`src/logic/mssc_regs.svh`:
```
/*
 mode and supply control: offsets, field positions, codes, reset values and timing counts.
 assumes a 25 MHz core clock and a 32-bit lsb-first serial frame.
*/
`ifndef MSSC_REGS_SVH
`define MSSC_REGS_SVH

// frame layout
`define MSSC_FRAME_BITS      6'h20
`define MSSC_ADDR_MSB        6
`define MSSC_CMD_WRITE_BIT   7
`define MSSC_PAYLOAD_LSB     8
`define MSSC_PAYLOAD_MSB     23
`define MSSC_LOAD_AT_BIT     6'h07
`define MSSC_STATUS_OUT      8'h00
`define MSSC_CHECK_OUT       8'h5A

// register
`define MSSC_REG_ADDR        7'h01
`define MSSC_POR_VALUE       16'h0000
`define MSSC_RESTART_KEEP    16'h00A3
`define MSSC_USED_MASK       16'hC6A3

// field positions
`define MSSC_MODE_MSB        15
`define MSSC_MODE_LSB        14
`define MSSC_OVR_MSB         10
`define MSSC_OVR_LSB         9
`define MSSC_HYS_BIT         7
`define MSSC_PEAK_BIT        5
`define MSSC_RLVL_MSB        1
`define MSSC_RLVL_LSB        0

// mode codes
`define MSSC_MODE_NORMAL     2'h0
`define MSSC_MODE_SLEEP      2'h1
`define MSSC_MODE_STOP       2'h2
`define MSSC_MODE_SOFTRST    2'h3

// overvoltage reaction codes
`define MSSC_OVR_NONE        2'h0
`define MSSC_OVR_INT         2'h1
`define MSSC_OVR_RST         2'h2
`define MSSC_OVR_FAILSAFE    2'h3

// timing
`define MSSC_CLK_MHZ         25
`define MSSC_RST_PULSE_NS    2000
`define MSSC_INT_PULSE_NS    1000
`define MSSC_RST_PULSE_CYC   ((`MSSC_RST_PULSE_NS * `MSSC_CLK_MHZ + 999) / 1000)
`define MSSC_INT_PULSE_CYC   ((`MSSC_INT_PULSE_NS * `MSSC_CLK_MHZ + 999) / 1000)

`endif

```
`src/logic/mssc_pkg.sv`:
```
/*
 types shared by the mode and supply control files.
 assumes mssc_regs.svh for the numeric values.
*/
package mssc_pkg;
	typedef logic [1:0]  mssc_code_t;
	typedef logic [15:0] mssc_word_t;
	typedef enum logic [0:0] {SPI_IDLE, SPI_SHIFT} mssc_spi_state_e;
endpackage

```
`src/logic/mssc_spi_frame.sv`:
```
/*
 serial frame engine: pin synchronisers, lsb-first 32-bit shift in and out.
 assumes spi clock well below a quarter of the core clock; data taken on sclk rise,
 driven on sclk fall.
*/
`timescale 1ns/1ps
`include "mssc_regs.svh"

module mssc_spi_frame
	import mssc_pkg::*;
(
	// clock and reset
	input  wire logic        clock,
	input  wire logic        srst,
	// pins
	input  wire logic        spi_clk,
	input  wire logic        spi_sel_n,
	input  wire logic        spi_din,
	output logic             spi_dout,
	// register side
	input  wire mssc_word_t  tx_payload,
	output logic             load_pulse,
	output logic             frame_done,
	output logic [31:0]      rx_word
);
	logic [2:0]      pin_in;
	logic [2:0]      pin_f;
	logic [2:0]      s1;
	logic [2:0]      s2;
	logic [2:0]      s3;
	logic            clk_prev;
	logic            sel_prev;
	logic [5:0]      bit_cnt;
	logic [5:0]      next_bit_cnt;
	logic [31:0]     next_rx;
	mssc_word_t      payload_hold;
	mssc_word_t      next_payload_hold;
	logic            next_dout;
	logic            next_load;
	logic            next_done;
	logic [31:0]     tx_word;
	mssc_spi_state_e state;
	mssc_spi_state_e next_state;
	logic            rise;
	logic            fall;
	logic            sel_start;
	logic            sel_end;

	assign pin_in = {spi_din, spi_sel_n, spi_clk};

	genvar g;
	generate
		for (g = 0; g < 3; g++)
		begin : g_sync
			logic next_f;
			always_comb
			begin
				next_f = (s2[g] == s3[g]) ? s3[g] : pin_f[g];
			end
			always_ff @(posedge clock)
			begin
				// stages start at the idle level of their pin (clock low, others high),
				// so leaving reset never shows a false edge
				if (srst)
				begin
					s1[g]    <= (g != 0);
					s2[g]    <= (g != 0);
					s3[g]    <= (g != 0);
					pin_f[g] <= (g != 0);
				end
				else
				begin
					s1[g]    <= pin_in[g];
					s2[g]    <= s1[g];
					s3[g]    <= s2[g];
					pin_f[g] <= next_f;
				end
			end
		end
	endgenerate

	assign rise      = pin_f[0] & ~clk_prev;
	assign fall      = ~pin_f[0] & clk_prev;
	assign sel_start = ~pin_f[1] & sel_prev;
	assign sel_end   = pin_f[1] & ~sel_prev;
	assign tx_word   = {`MSSC_CHECK_OUT, payload_hold, `MSSC_STATUS_OUT};

	always_comb
	begin
		next_state        = state;
		next_bit_cnt      = bit_cnt;
		next_rx           = rx_word;
		next_payload_hold = payload_hold;
		next_dout         = spi_dout;
		next_load         = 1'b0;
		next_done         = 1'b0;
		case (state)
			SPI_IDLE:
			begin
				next_dout = 1'b0;
				if (sel_start)
				begin
					next_state        = SPI_SHIFT;
					next_bit_cnt      = 6'h00;
					next_payload_hold = `MSSC_POR_VALUE;
					next_dout         = tx_word[0];
				end
			end
			SPI_SHIFT:
			begin
				if (sel_end)
				begin
					next_state = SPI_IDLE;
					// short or long frames are dropped whole
					next_done  = (bit_cnt == `MSSC_FRAME_BITS);
					next_dout  = 1'b0;
				end
				else if (rise && bit_cnt <= `MSSC_FRAME_BITS)
				begin
					if (bit_cnt < `MSSC_FRAME_BITS)
						next_rx[bit_cnt[4:0]] = pin_f[2];
					// address is complete here, so the old contents go out
					if (bit_cnt == `MSSC_LOAD_AT_BIT)
					begin
						next_load         = 1'b1;
						next_payload_hold = tx_payload;
					end
					next_bit_cnt = bit_cnt + 6'h01;
				end
				else if (fall && bit_cnt < `MSSC_FRAME_BITS)
					next_dout = tx_word[bit_cnt[4:0]];
			end
			default:
				next_state = SPI_IDLE;
		endcase
	end

	always_ff @(posedge clock)
	begin
		if (srst)
		begin
			state        <= SPI_IDLE;
			bit_cnt      <= 6'h00;
			rx_word      <= 32'h0000_0000;
			payload_hold <= 16'h0000;
			spi_dout     <= 1'b0;
			load_pulse   <= 1'b0;
			frame_done   <= 1'b0;
			clk_prev     <= 1'b0;
			sel_prev     <= 1'b1;
		end
		else
		begin
			state        <= next_state;
			bit_cnt      <= next_bit_cnt;
			rx_word      <= next_rx;
			payload_hold <= next_payload_hold;
			spi_dout     <= next_dout;
			load_pulse   <= next_load;
			frame_done   <= next_done;
			clk_prev     <= pin_f[0];
			sel_prev     <= pin_f[1];
		end
	end
endmodule

```
`src/logic/mssc_mode_supply_ctrl.sv`:
```
/*
 mode and supply control register with its serial access, mode decode,
 soft reset, restart handling and overvoltage reaction pulses.
 assumes restart_event and soft_reset_output_cfg come from core logic on clock;
 main_reg_overvoltage is an asynchronous comparator level.
*/
`timescale 1ns/1ps
`include "mssc_regs.svh"

module mssc_mode_supply_ctrl
	import mssc_pkg::*;
#(
	parameter int unsigned RST_PULSE_CYC = `MSSC_RST_PULSE_CYC,
	parameter int unsigned INT_PULSE_CYC = `MSSC_INT_PULSE_CYC
)
(
	// clock and reset
	input  wire logic        clock,
	input  wire logic        srst,
	// serial pins
	input  wire logic        spi_clk,
	input  wire logic        spi_sel_n,
	input  wire logic        spi_din,
	output logic             spi_dout,
	// device events and configuration
	input  wire logic        restart_event,
	input  wire logic        soft_reset_output_cfg,
	input  wire logic        main_reg_overvoltage,
	// mode outputs
	output logic             mode_normal,
	output logic             mode_sleep,
	output logic             mode_stop,
	output logic             soft_reset_pulse,
	// supply settings
	output mssc_code_t       main_reg_overvoltage_reaction,
	output logic             undervoltage_reset_hysteresis_sel,
	output logic             active_peak_threshold_sel,
	output mssc_code_t       undervoltage_reset_level_sel,
	// reaction outputs
	output logic             reset_output_n,
	output logic             interrupt_output_n,
	output logic             fail_safe_req
);
	localparam int RST_W = $clog2(RST_PULSE_CYC + 1);
	localparam int INT_W = $clog2(INT_PULSE_CYC + 1);

	mssc_code_t   mode;
	mssc_code_t   next_mode;
	mssc_code_t   next_ovr;
	logic         next_hys;
	logic         next_peak;
	mssc_code_t   next_rlvl;
	logic         next_soft;
	mssc_word_t   reg_value;
	mssc_word_t   tx_payload;
	logic         load_pulse;
	logic         frame_done;
	logic [31:0]  rx_word;
	mssc_word_t   wdata;
	logic         addr_hit;
	logic         wr;
	logic         wr_soft;
	logic         ov_s1;
	logic         ov_s2;
	logic         ov_s3;
	logic         ov_f;
	logic         ov_prev;
	logic         next_ov_f;
	logic         ov_rise;
	logic [RST_W-1:0] rst_cnt;
	logic [RST_W-1:0] next_rst_cnt;
	logic [INT_W-1:0] int_cnt;
	logic [INT_W-1:0] next_int_cnt;
	logic         next_fail;

	mssc_spi_frame u_frame (
		.clock      (clock),
		.srst       (srst),
		.spi_clk    (spi_clk),
		.spi_sel_n  (spi_sel_n),
		.spi_din    (spi_din),
		.spi_dout   (spi_dout),
		.tx_payload (tx_payload),
		.load_pulse (load_pulse),
		.frame_done (frame_done),
		.rx_word    (rx_word)
	);

	// readback is assembled, so reserved positions cannot hold anything
	assign reg_value = {mode, 3'h0, main_reg_overvoltage_reaction, 1'b0,
		undervoltage_reset_hysteresis_sel, 1'b0, active_peak_threshold_sel, 3'h0,
		undervoltage_reset_level_sel};

	assign addr_hit   = (rx_word[`MSSC_ADDR_MSB:0] == `MSSC_REG_ADDR);
	// other addresses belong to other register blocks and answer zero here
	assign tx_payload = addr_hit ? reg_value : `MSSC_POR_VALUE;
	assign wdata      = rx_word[`MSSC_PAYLOAD_MSB:`MSSC_PAYLOAD_LSB];
	assign wr         = frame_done && addr_hit && rx_word[`MSSC_CMD_WRITE_BIT];
	assign wr_soft    = wr && !restart_event
		&& (wdata[`MSSC_MODE_MSB:`MSSC_MODE_LSB] == `MSSC_MODE_SOFTRST);
	assign ov_rise    = ov_f & ~ov_prev;

	// register fields
	always_comb
	begin
		next_mode = mode;
		next_ovr  = main_reg_overvoltage_reaction;
		next_hys  = undervoltage_reset_hysteresis_sel;
		next_peak = active_peak_threshold_sel;
		next_rlvl = undervoltage_reset_level_sel;
		next_soft = 1'b0;
		// restart is hardware and outranks a write landing in the same cycle
		if (restart_event)
		begin
			next_mode = `MSSC_MODE_NORMAL;
			next_ovr  = `MSSC_OVR_NONE;
		end
		else if (wr_soft)
		begin
			next_mode = `MSSC_MODE_NORMAL;
			next_ovr  = `MSSC_OVR_NONE;
			next_hys  = 1'b0;
			next_peak = 1'b0;
			next_rlvl = 2'h0;
			next_soft = 1'b1;
		end
		else if (wr)
		begin
			if (!(mode == `MSSC_MODE_STOP
				&& wdata[`MSSC_MODE_MSB:`MSSC_MODE_LSB] == `MSSC_MODE_SLEEP))
				next_mode = wdata[`MSSC_MODE_MSB:`MSSC_MODE_LSB];
			next_ovr  = wdata[`MSSC_OVR_MSB:`MSSC_OVR_LSB];
			next_hys  = wdata[`MSSC_HYS_BIT];
			next_peak = wdata[`MSSC_PEAK_BIT];
			next_rlvl = wdata[`MSSC_RLVL_MSB:`MSSC_RLVL_LSB];
		end
	end

	always_ff @(posedge clock)
	begin
		if (srst)
		begin
			mode                              <= `MSSC_MODE_NORMAL;
			main_reg_overvoltage_reaction     <= `MSSC_OVR_NONE;
			undervoltage_reset_hysteresis_sel <= 1'b0;
			active_peak_threshold_sel         <= 1'b0;
			undervoltage_reset_level_sel      <= 2'h0;
			soft_reset_pulse                  <= 1'b0;
			mode_normal                       <= 1'b1;
			mode_sleep                        <= 1'b0;
			mode_stop                         <= 1'b0;
		end
		else
		begin
			mode                              <= next_mode;
			main_reg_overvoltage_reaction     <= next_ovr;
			undervoltage_reset_hysteresis_sel <= next_hys;
			active_peak_threshold_sel         <= next_peak;
			undervoltage_reset_level_sel      <= next_rlvl;
			soft_reset_pulse                  <= next_soft;
			mode_normal                       <= (next_mode == `MSSC_MODE_NORMAL);
			mode_sleep                        <= (next_mode == `MSSC_MODE_SLEEP);
			mode_stop                         <= (next_mode == `MSSC_MODE_STOP);
		end
	end

	// overvoltage comparator: three stages, a change counts when stages two and three agree
	always_comb
	begin
		next_ov_f = (ov_s2 == ov_s3) ? ov_s3 : ov_f;
	end

	always_ff @(posedge clock)
	begin
		if (srst)
		begin
			ov_s1   <= 1'b0;
			ov_s2   <= 1'b0;
			ov_s3   <= 1'b0;
			ov_f    <= 1'b0;
			ov_prev <= 1'b0;
		end
		else
		begin
			ov_s1   <= main_reg_overvoltage;
			ov_s2   <= ov_s1;
			ov_s3   <= ov_s2;
			ov_f    <= next_ov_f;
			ov_prev <= ov_f;
		end
	end

	// reaction pulses; a new event restarts the pulse rather than stacking
	always_comb
	begin
		next_rst_cnt = rst_cnt;
		next_int_cnt = int_cnt;
		next_fail    = 1'b0;
		if (rst_cnt != '0)
			next_rst_cnt = rst_cnt - 1'b1;
		if (int_cnt != '0)
			next_int_cnt = int_cnt - 1'b1;
		if (wr_soft && !soft_reset_output_cfg)
			next_rst_cnt = RST_W'(RST_PULSE_CYC);
		if (ov_rise)
		begin
			case (main_reg_overvoltage_reaction)
				`MSSC_OVR_INT:      next_int_cnt = INT_W'(INT_PULSE_CYC);
				`MSSC_OVR_RST:      next_rst_cnt = RST_W'(RST_PULSE_CYC);
				`MSSC_OVR_FAILSAFE: next_fail = 1'b1;
				default:            next_fail = 1'b0;
			endcase
		end
	end

	always_ff @(posedge clock)
	begin
		if (srst)
		begin
			rst_cnt            <= '0;
			int_cnt            <= '0;
			reset_output_n     <= 1'b1;
			interrupt_output_n <= 1'b1;
			fail_safe_req      <= 1'b0;
		end
		else
		begin
			rst_cnt            <= next_rst_cnt;
			int_cnt            <= next_int_cnt;
			reset_output_n     <= (next_rst_cnt == '0);
			interrupt_output_n <= (next_int_cnt == '0);
			fail_safe_req      <= next_fail;
		end
	end
endmodule

```
`config.mk`:
```
export PLATFORM = sky130hd
export DESIGN_NAME = mssc_mode_supply_ctrl
export DESIGN_NICKNAME = d
export VERILOG_FILES = /design/src/logic/mssc_pkg.sv /design/src/logic/mssc_spi_frame.sv /design/src/logic/mssc_mode_supply_ctrl.sv
export VERILOG_INCLUDE_DIRS = /design/src /design/src/logic
export SDC_FILE = /design/constraint.sdc
export NUM_CORES = 1
export LEC_CHECK = 0
export ABC_CLOCK_PERIOD_IN_PS = 2400
export BUFFER_PORTS_ARGS = -buffer_cell sky130_fd_sc_hd__buf_4
export CAP_MARGIN = 10
export CORE_MARGIN = 5
export CORE_UTILIZATION = 42
export DETAILED_ROUTE_END_ITERATION = 10
export MAX_ROUTING_LAYER = met4
export PLACE_DENSITY = 0.59
export SYNTH_ARGS = -nofsm -noshare
export SYNTH_HDL_FRONTEND = slang
export SYNTH_SLANG_ARGS = --single-unit
```
`constraint.sdc`:
```
create_clock -name clock -period 2.4 [get_ports clock]
set_input_delay 0.12 -clock clock [delete_from_list [all_inputs] [get_ports clock]]
set_output_delay 0.12 -clock clock [all_outputs]
set_load 0.05 [all_outputs]
```
==> impl_results.md <==
* Worst slew pin tran at between 0.8 and 0.9 ns
* Mapped Cells at 396
* EDFF count, synth at 0
* CTS tree: yes
* Power, Total at between 3 and 4 mW
* ANT nets after route at 0
* Vias after detailed routing at 2,745
* Deepest clock path buffer count at 2
* Min-Delay Path Class: in -> reg
* Vert. Die Dim at 100 um
* Startpoint Class: flip-flop
* DR vias/cell at 5.24
* Synth unique cells at 55
* Sequential cell area fraction in the yosys report at 0.459
* Hold path depth at 2
* CP Data Required Time at around 2.6 ns
* Maximum clock rate at between 0.4 and 0.5 GHz
* Fin crit share at 0.840
* TritonRoute pass-1 iters at 6
* Synthesis Warnings at 0
* Pin count of the biggest net entering global routing at 47
* Fin. Hold Viols at 0
* Commonest non-fill, non-tap cells in the layout: dfxtp_1 (78), nand2_1 (41), nor2_1 (40)
* CTS Root Cell: clkbuf_8
* Clock transition at path regs at 0.07 ns
* CTS buffer count at 9
* Share of post-route cells with drive strength above 1 at 0.152
* Clock sinks at 78
* Total GRT Usage at 0.159
* RSZ-0062 raised after global routing: false
* Worst-skew pair later-pin latency at 0.34 ns
* Drt total wl at just over 7000 um
* Fin nets at around 430
* Initial core utilization at 0.436
* Synth Register Bits at slightly below 80
* Post-Place Cell Area at approximately 0.0036 mm2
* Die width at around 100 um
* Post-CTS sizing at 0
* Final setup vio count at 0
* Mean Syn Cell Area at 8.60 um2
* Syn Nets at approximately 410
* Synth async-reset ratio at 0
* First DRT Iteration DRCs at 146
* P&R area growth vs syn at 14.2%
* # IOs at 22
* Antenna cells at 0
* Worst Path Max Fanout at 10
* Skew final at 0.0107 ns
* DRC errors left at 0
* Status: finished clean
* Max-Cap Viols at 0
* Crit path DAT at around 2.2 ns
* Core Area at just under 0.008 mm2
* # port buffers at 21
* Wire per inst at approximately 14 um
* Most used DFF post-synth: dfxtp_1
* Post-CTS setup buffer count at 0
* First-pass GRT wire length at 12,600 um
* Htree depth at 3
* Critical path endpoint category: flip-flop
* Slew Limit Fails at 0
* Lkg Pwr at 1.42 nW
* Peak supply drop at 0.616 mV
* Vias in the first global route at 2,694
* Max_slew headroom at 0.463
* Global placement routability congestion at 0.869
* Post-route cell area at roughly 0.004 mm2
* Row Count at 32
* Most common cell after layout, fill and taps aside: dfxtp_1
* Die footprint at 0.0100 mm2
* Min Clock Period, post-route at approximately 2 ns
* Grt ovf at 0
* R2r worst-path depth at 7
* Antenna violations before repair at 0
* CP Class: reg -> reg
* Synthesized area at approximately 0.0034 mm2
* Setup TNS at 0 ns
* PwrDens at just over 800 mW/mm2
* Post-DP HPWL at 5090 um
-- metal layers --
layer	routed length, um	vias up	global-route usage
li1	-	1414	-
met1	3500	1280	0.206
met2	3350	43	0.244
met3	243	8	0.0466
met4	82	0	0.0383
met5	0	-	-
-- layout make-up --
type                            count  area [um2]
Clock buffer                       12         165
Clock inverter                      3        42.5
Fill cell                         767        3920
Inverter                           13        48.8
Multi-Input combinational cell    286        1710
Sequential cell                    78        1560
Tap cell                          102         128
Timing Repair Buffer               30         235
-- worst max-delay path, cell delays in order (launching register included) --
cell,delay [ns]
dfxtp_1,0.41
inv_1,0.17
ha_1,0.18
or4b_4,0.48
a21oi_2,0.21
o21a_2,0.20
o21ai_0,0.08
and2_1,0.17
-- through the flow --
step | hold slack (ns) | instances | setup WS [ns] | utilization
2_1_floorplan | 0.224 | 396 | 0.555 | -
4_1_cts | 0.0164 | 524 | 0.404 | 0.498
3_5_place_dp | 0.310 | 505 | 0.450 | 0.466
5_1_grt | 0.0142 | 524 | 0.236 | 0.498
3_3_place_gp | 0.306 | 505 | 0.492 | 0.466
6_report | 0.0309 | 524 | 0.384 | 0.498
-- sequential cells by signal (all words and copies together) (netlist names), 2 cells and up --
| name | flops |
|---|---|
| u_frame.payload_hold | 8 |
| u_frame.s2 | 3 |
| undervoltage_reset_level_sel | 2 |
| rst_cnt | 6 |
| u_frame.s3 | 3 |
| u_frame.s1 | 3 |
| u_frame.pin_f | 3 |
| mode | 2 |
| u_frame.rx_word | 16 |
| u_frame.bit_cnt | 6 |
| int_cnt | 5 |
| main_reg_overvoltage_reaction | 2 |
-- kinds of logic after synthesis --
family / synth area share
AOI/OAI and AO/OA: 0.136
xor gates and xnor gates: 0.0206
adders and majority gates: 0.0257
buffers and inverters: 0.0397
DFF: 0.459
muxes: 0.0415
and+or+nand+nor: 0.278
-- worst paths after layout --
check	startpoint	endpoint	slack, ns
setup / recovery	u_frame.bit_cnt[0]$_SDFFE_PP0P_	u_frame.bit_cnt[1]$_SDFFE_PP0P_	0.38
hold / removal	srst	undervoltage_reset_level_sel[0]$_SDFFE_PP0P_	0.03
setup reg to reg	u_frame.bit_cnt[0]$_SDFFE_PP0P_	u_frame.bit_cnt[1]$_SDFFE_PP0P_	0.38
hold reg to reg	u_frame.s1[1]$_SDFF_PP1_	u_frame.s2[1]$_SDFF_PP1_	0.41
-- where the power goes --
part / switching (mW) / internal [mW] / leakage [nW] / total [mW]
clock: 0.451 / 0.559 / 0.104 / 1.01
combinational: 0.418 / 0.328 / 0.680 / 0.746
sequential: 0.0881 / 1.39 / 0.634 / 1.48
total: 0.958 / 2.28 / 1.42 / 3.23
-- synthesized netlist by cell type (all sizes together) (2+ instances only) --
library cell / count / area, um2
nand3b: 4 / 30.0
o21a: 2 / 16.3
ha: 7 / 87.6
and2: 2 / 12.5
nor4b: 3 / 41.3
nor4: 3 / 18.8
a211oi: 2 / 20.0
xnor2: 4 / 35.0
nor2: 40 / 150
nand2b: 3 / 18.8
nor3b: 5 / 37.5
o21ai: 26 / 130
nand2: 41 / 154
a21oi: 30 / 154
dfxtp: 78 / 1560
xor2: 4 / 35.0
mux2i: 13 / 130
buf: 8 / 43.8
nand4: 7 / 50.1
or2b: 2 / 15.0
nand3: 20 / 100
clkbuf: 11 / 42.5
a31o: 3 / 26.3
or2: 10 / 62.6
inv: 13 / 48.8
nor2b: 13 / 81.3
nor3: 23 / 120
or3: 3 / 21.3
-- what timing repair did --
action | 4_1_cts | 5_1_grt
endpoints found under the setup margin | 0 | 0
hold buffers | 4 | 0
endpoints found under the hold margin | 4 | 0
Note: power is estimated with default switching activity, not from simulation.
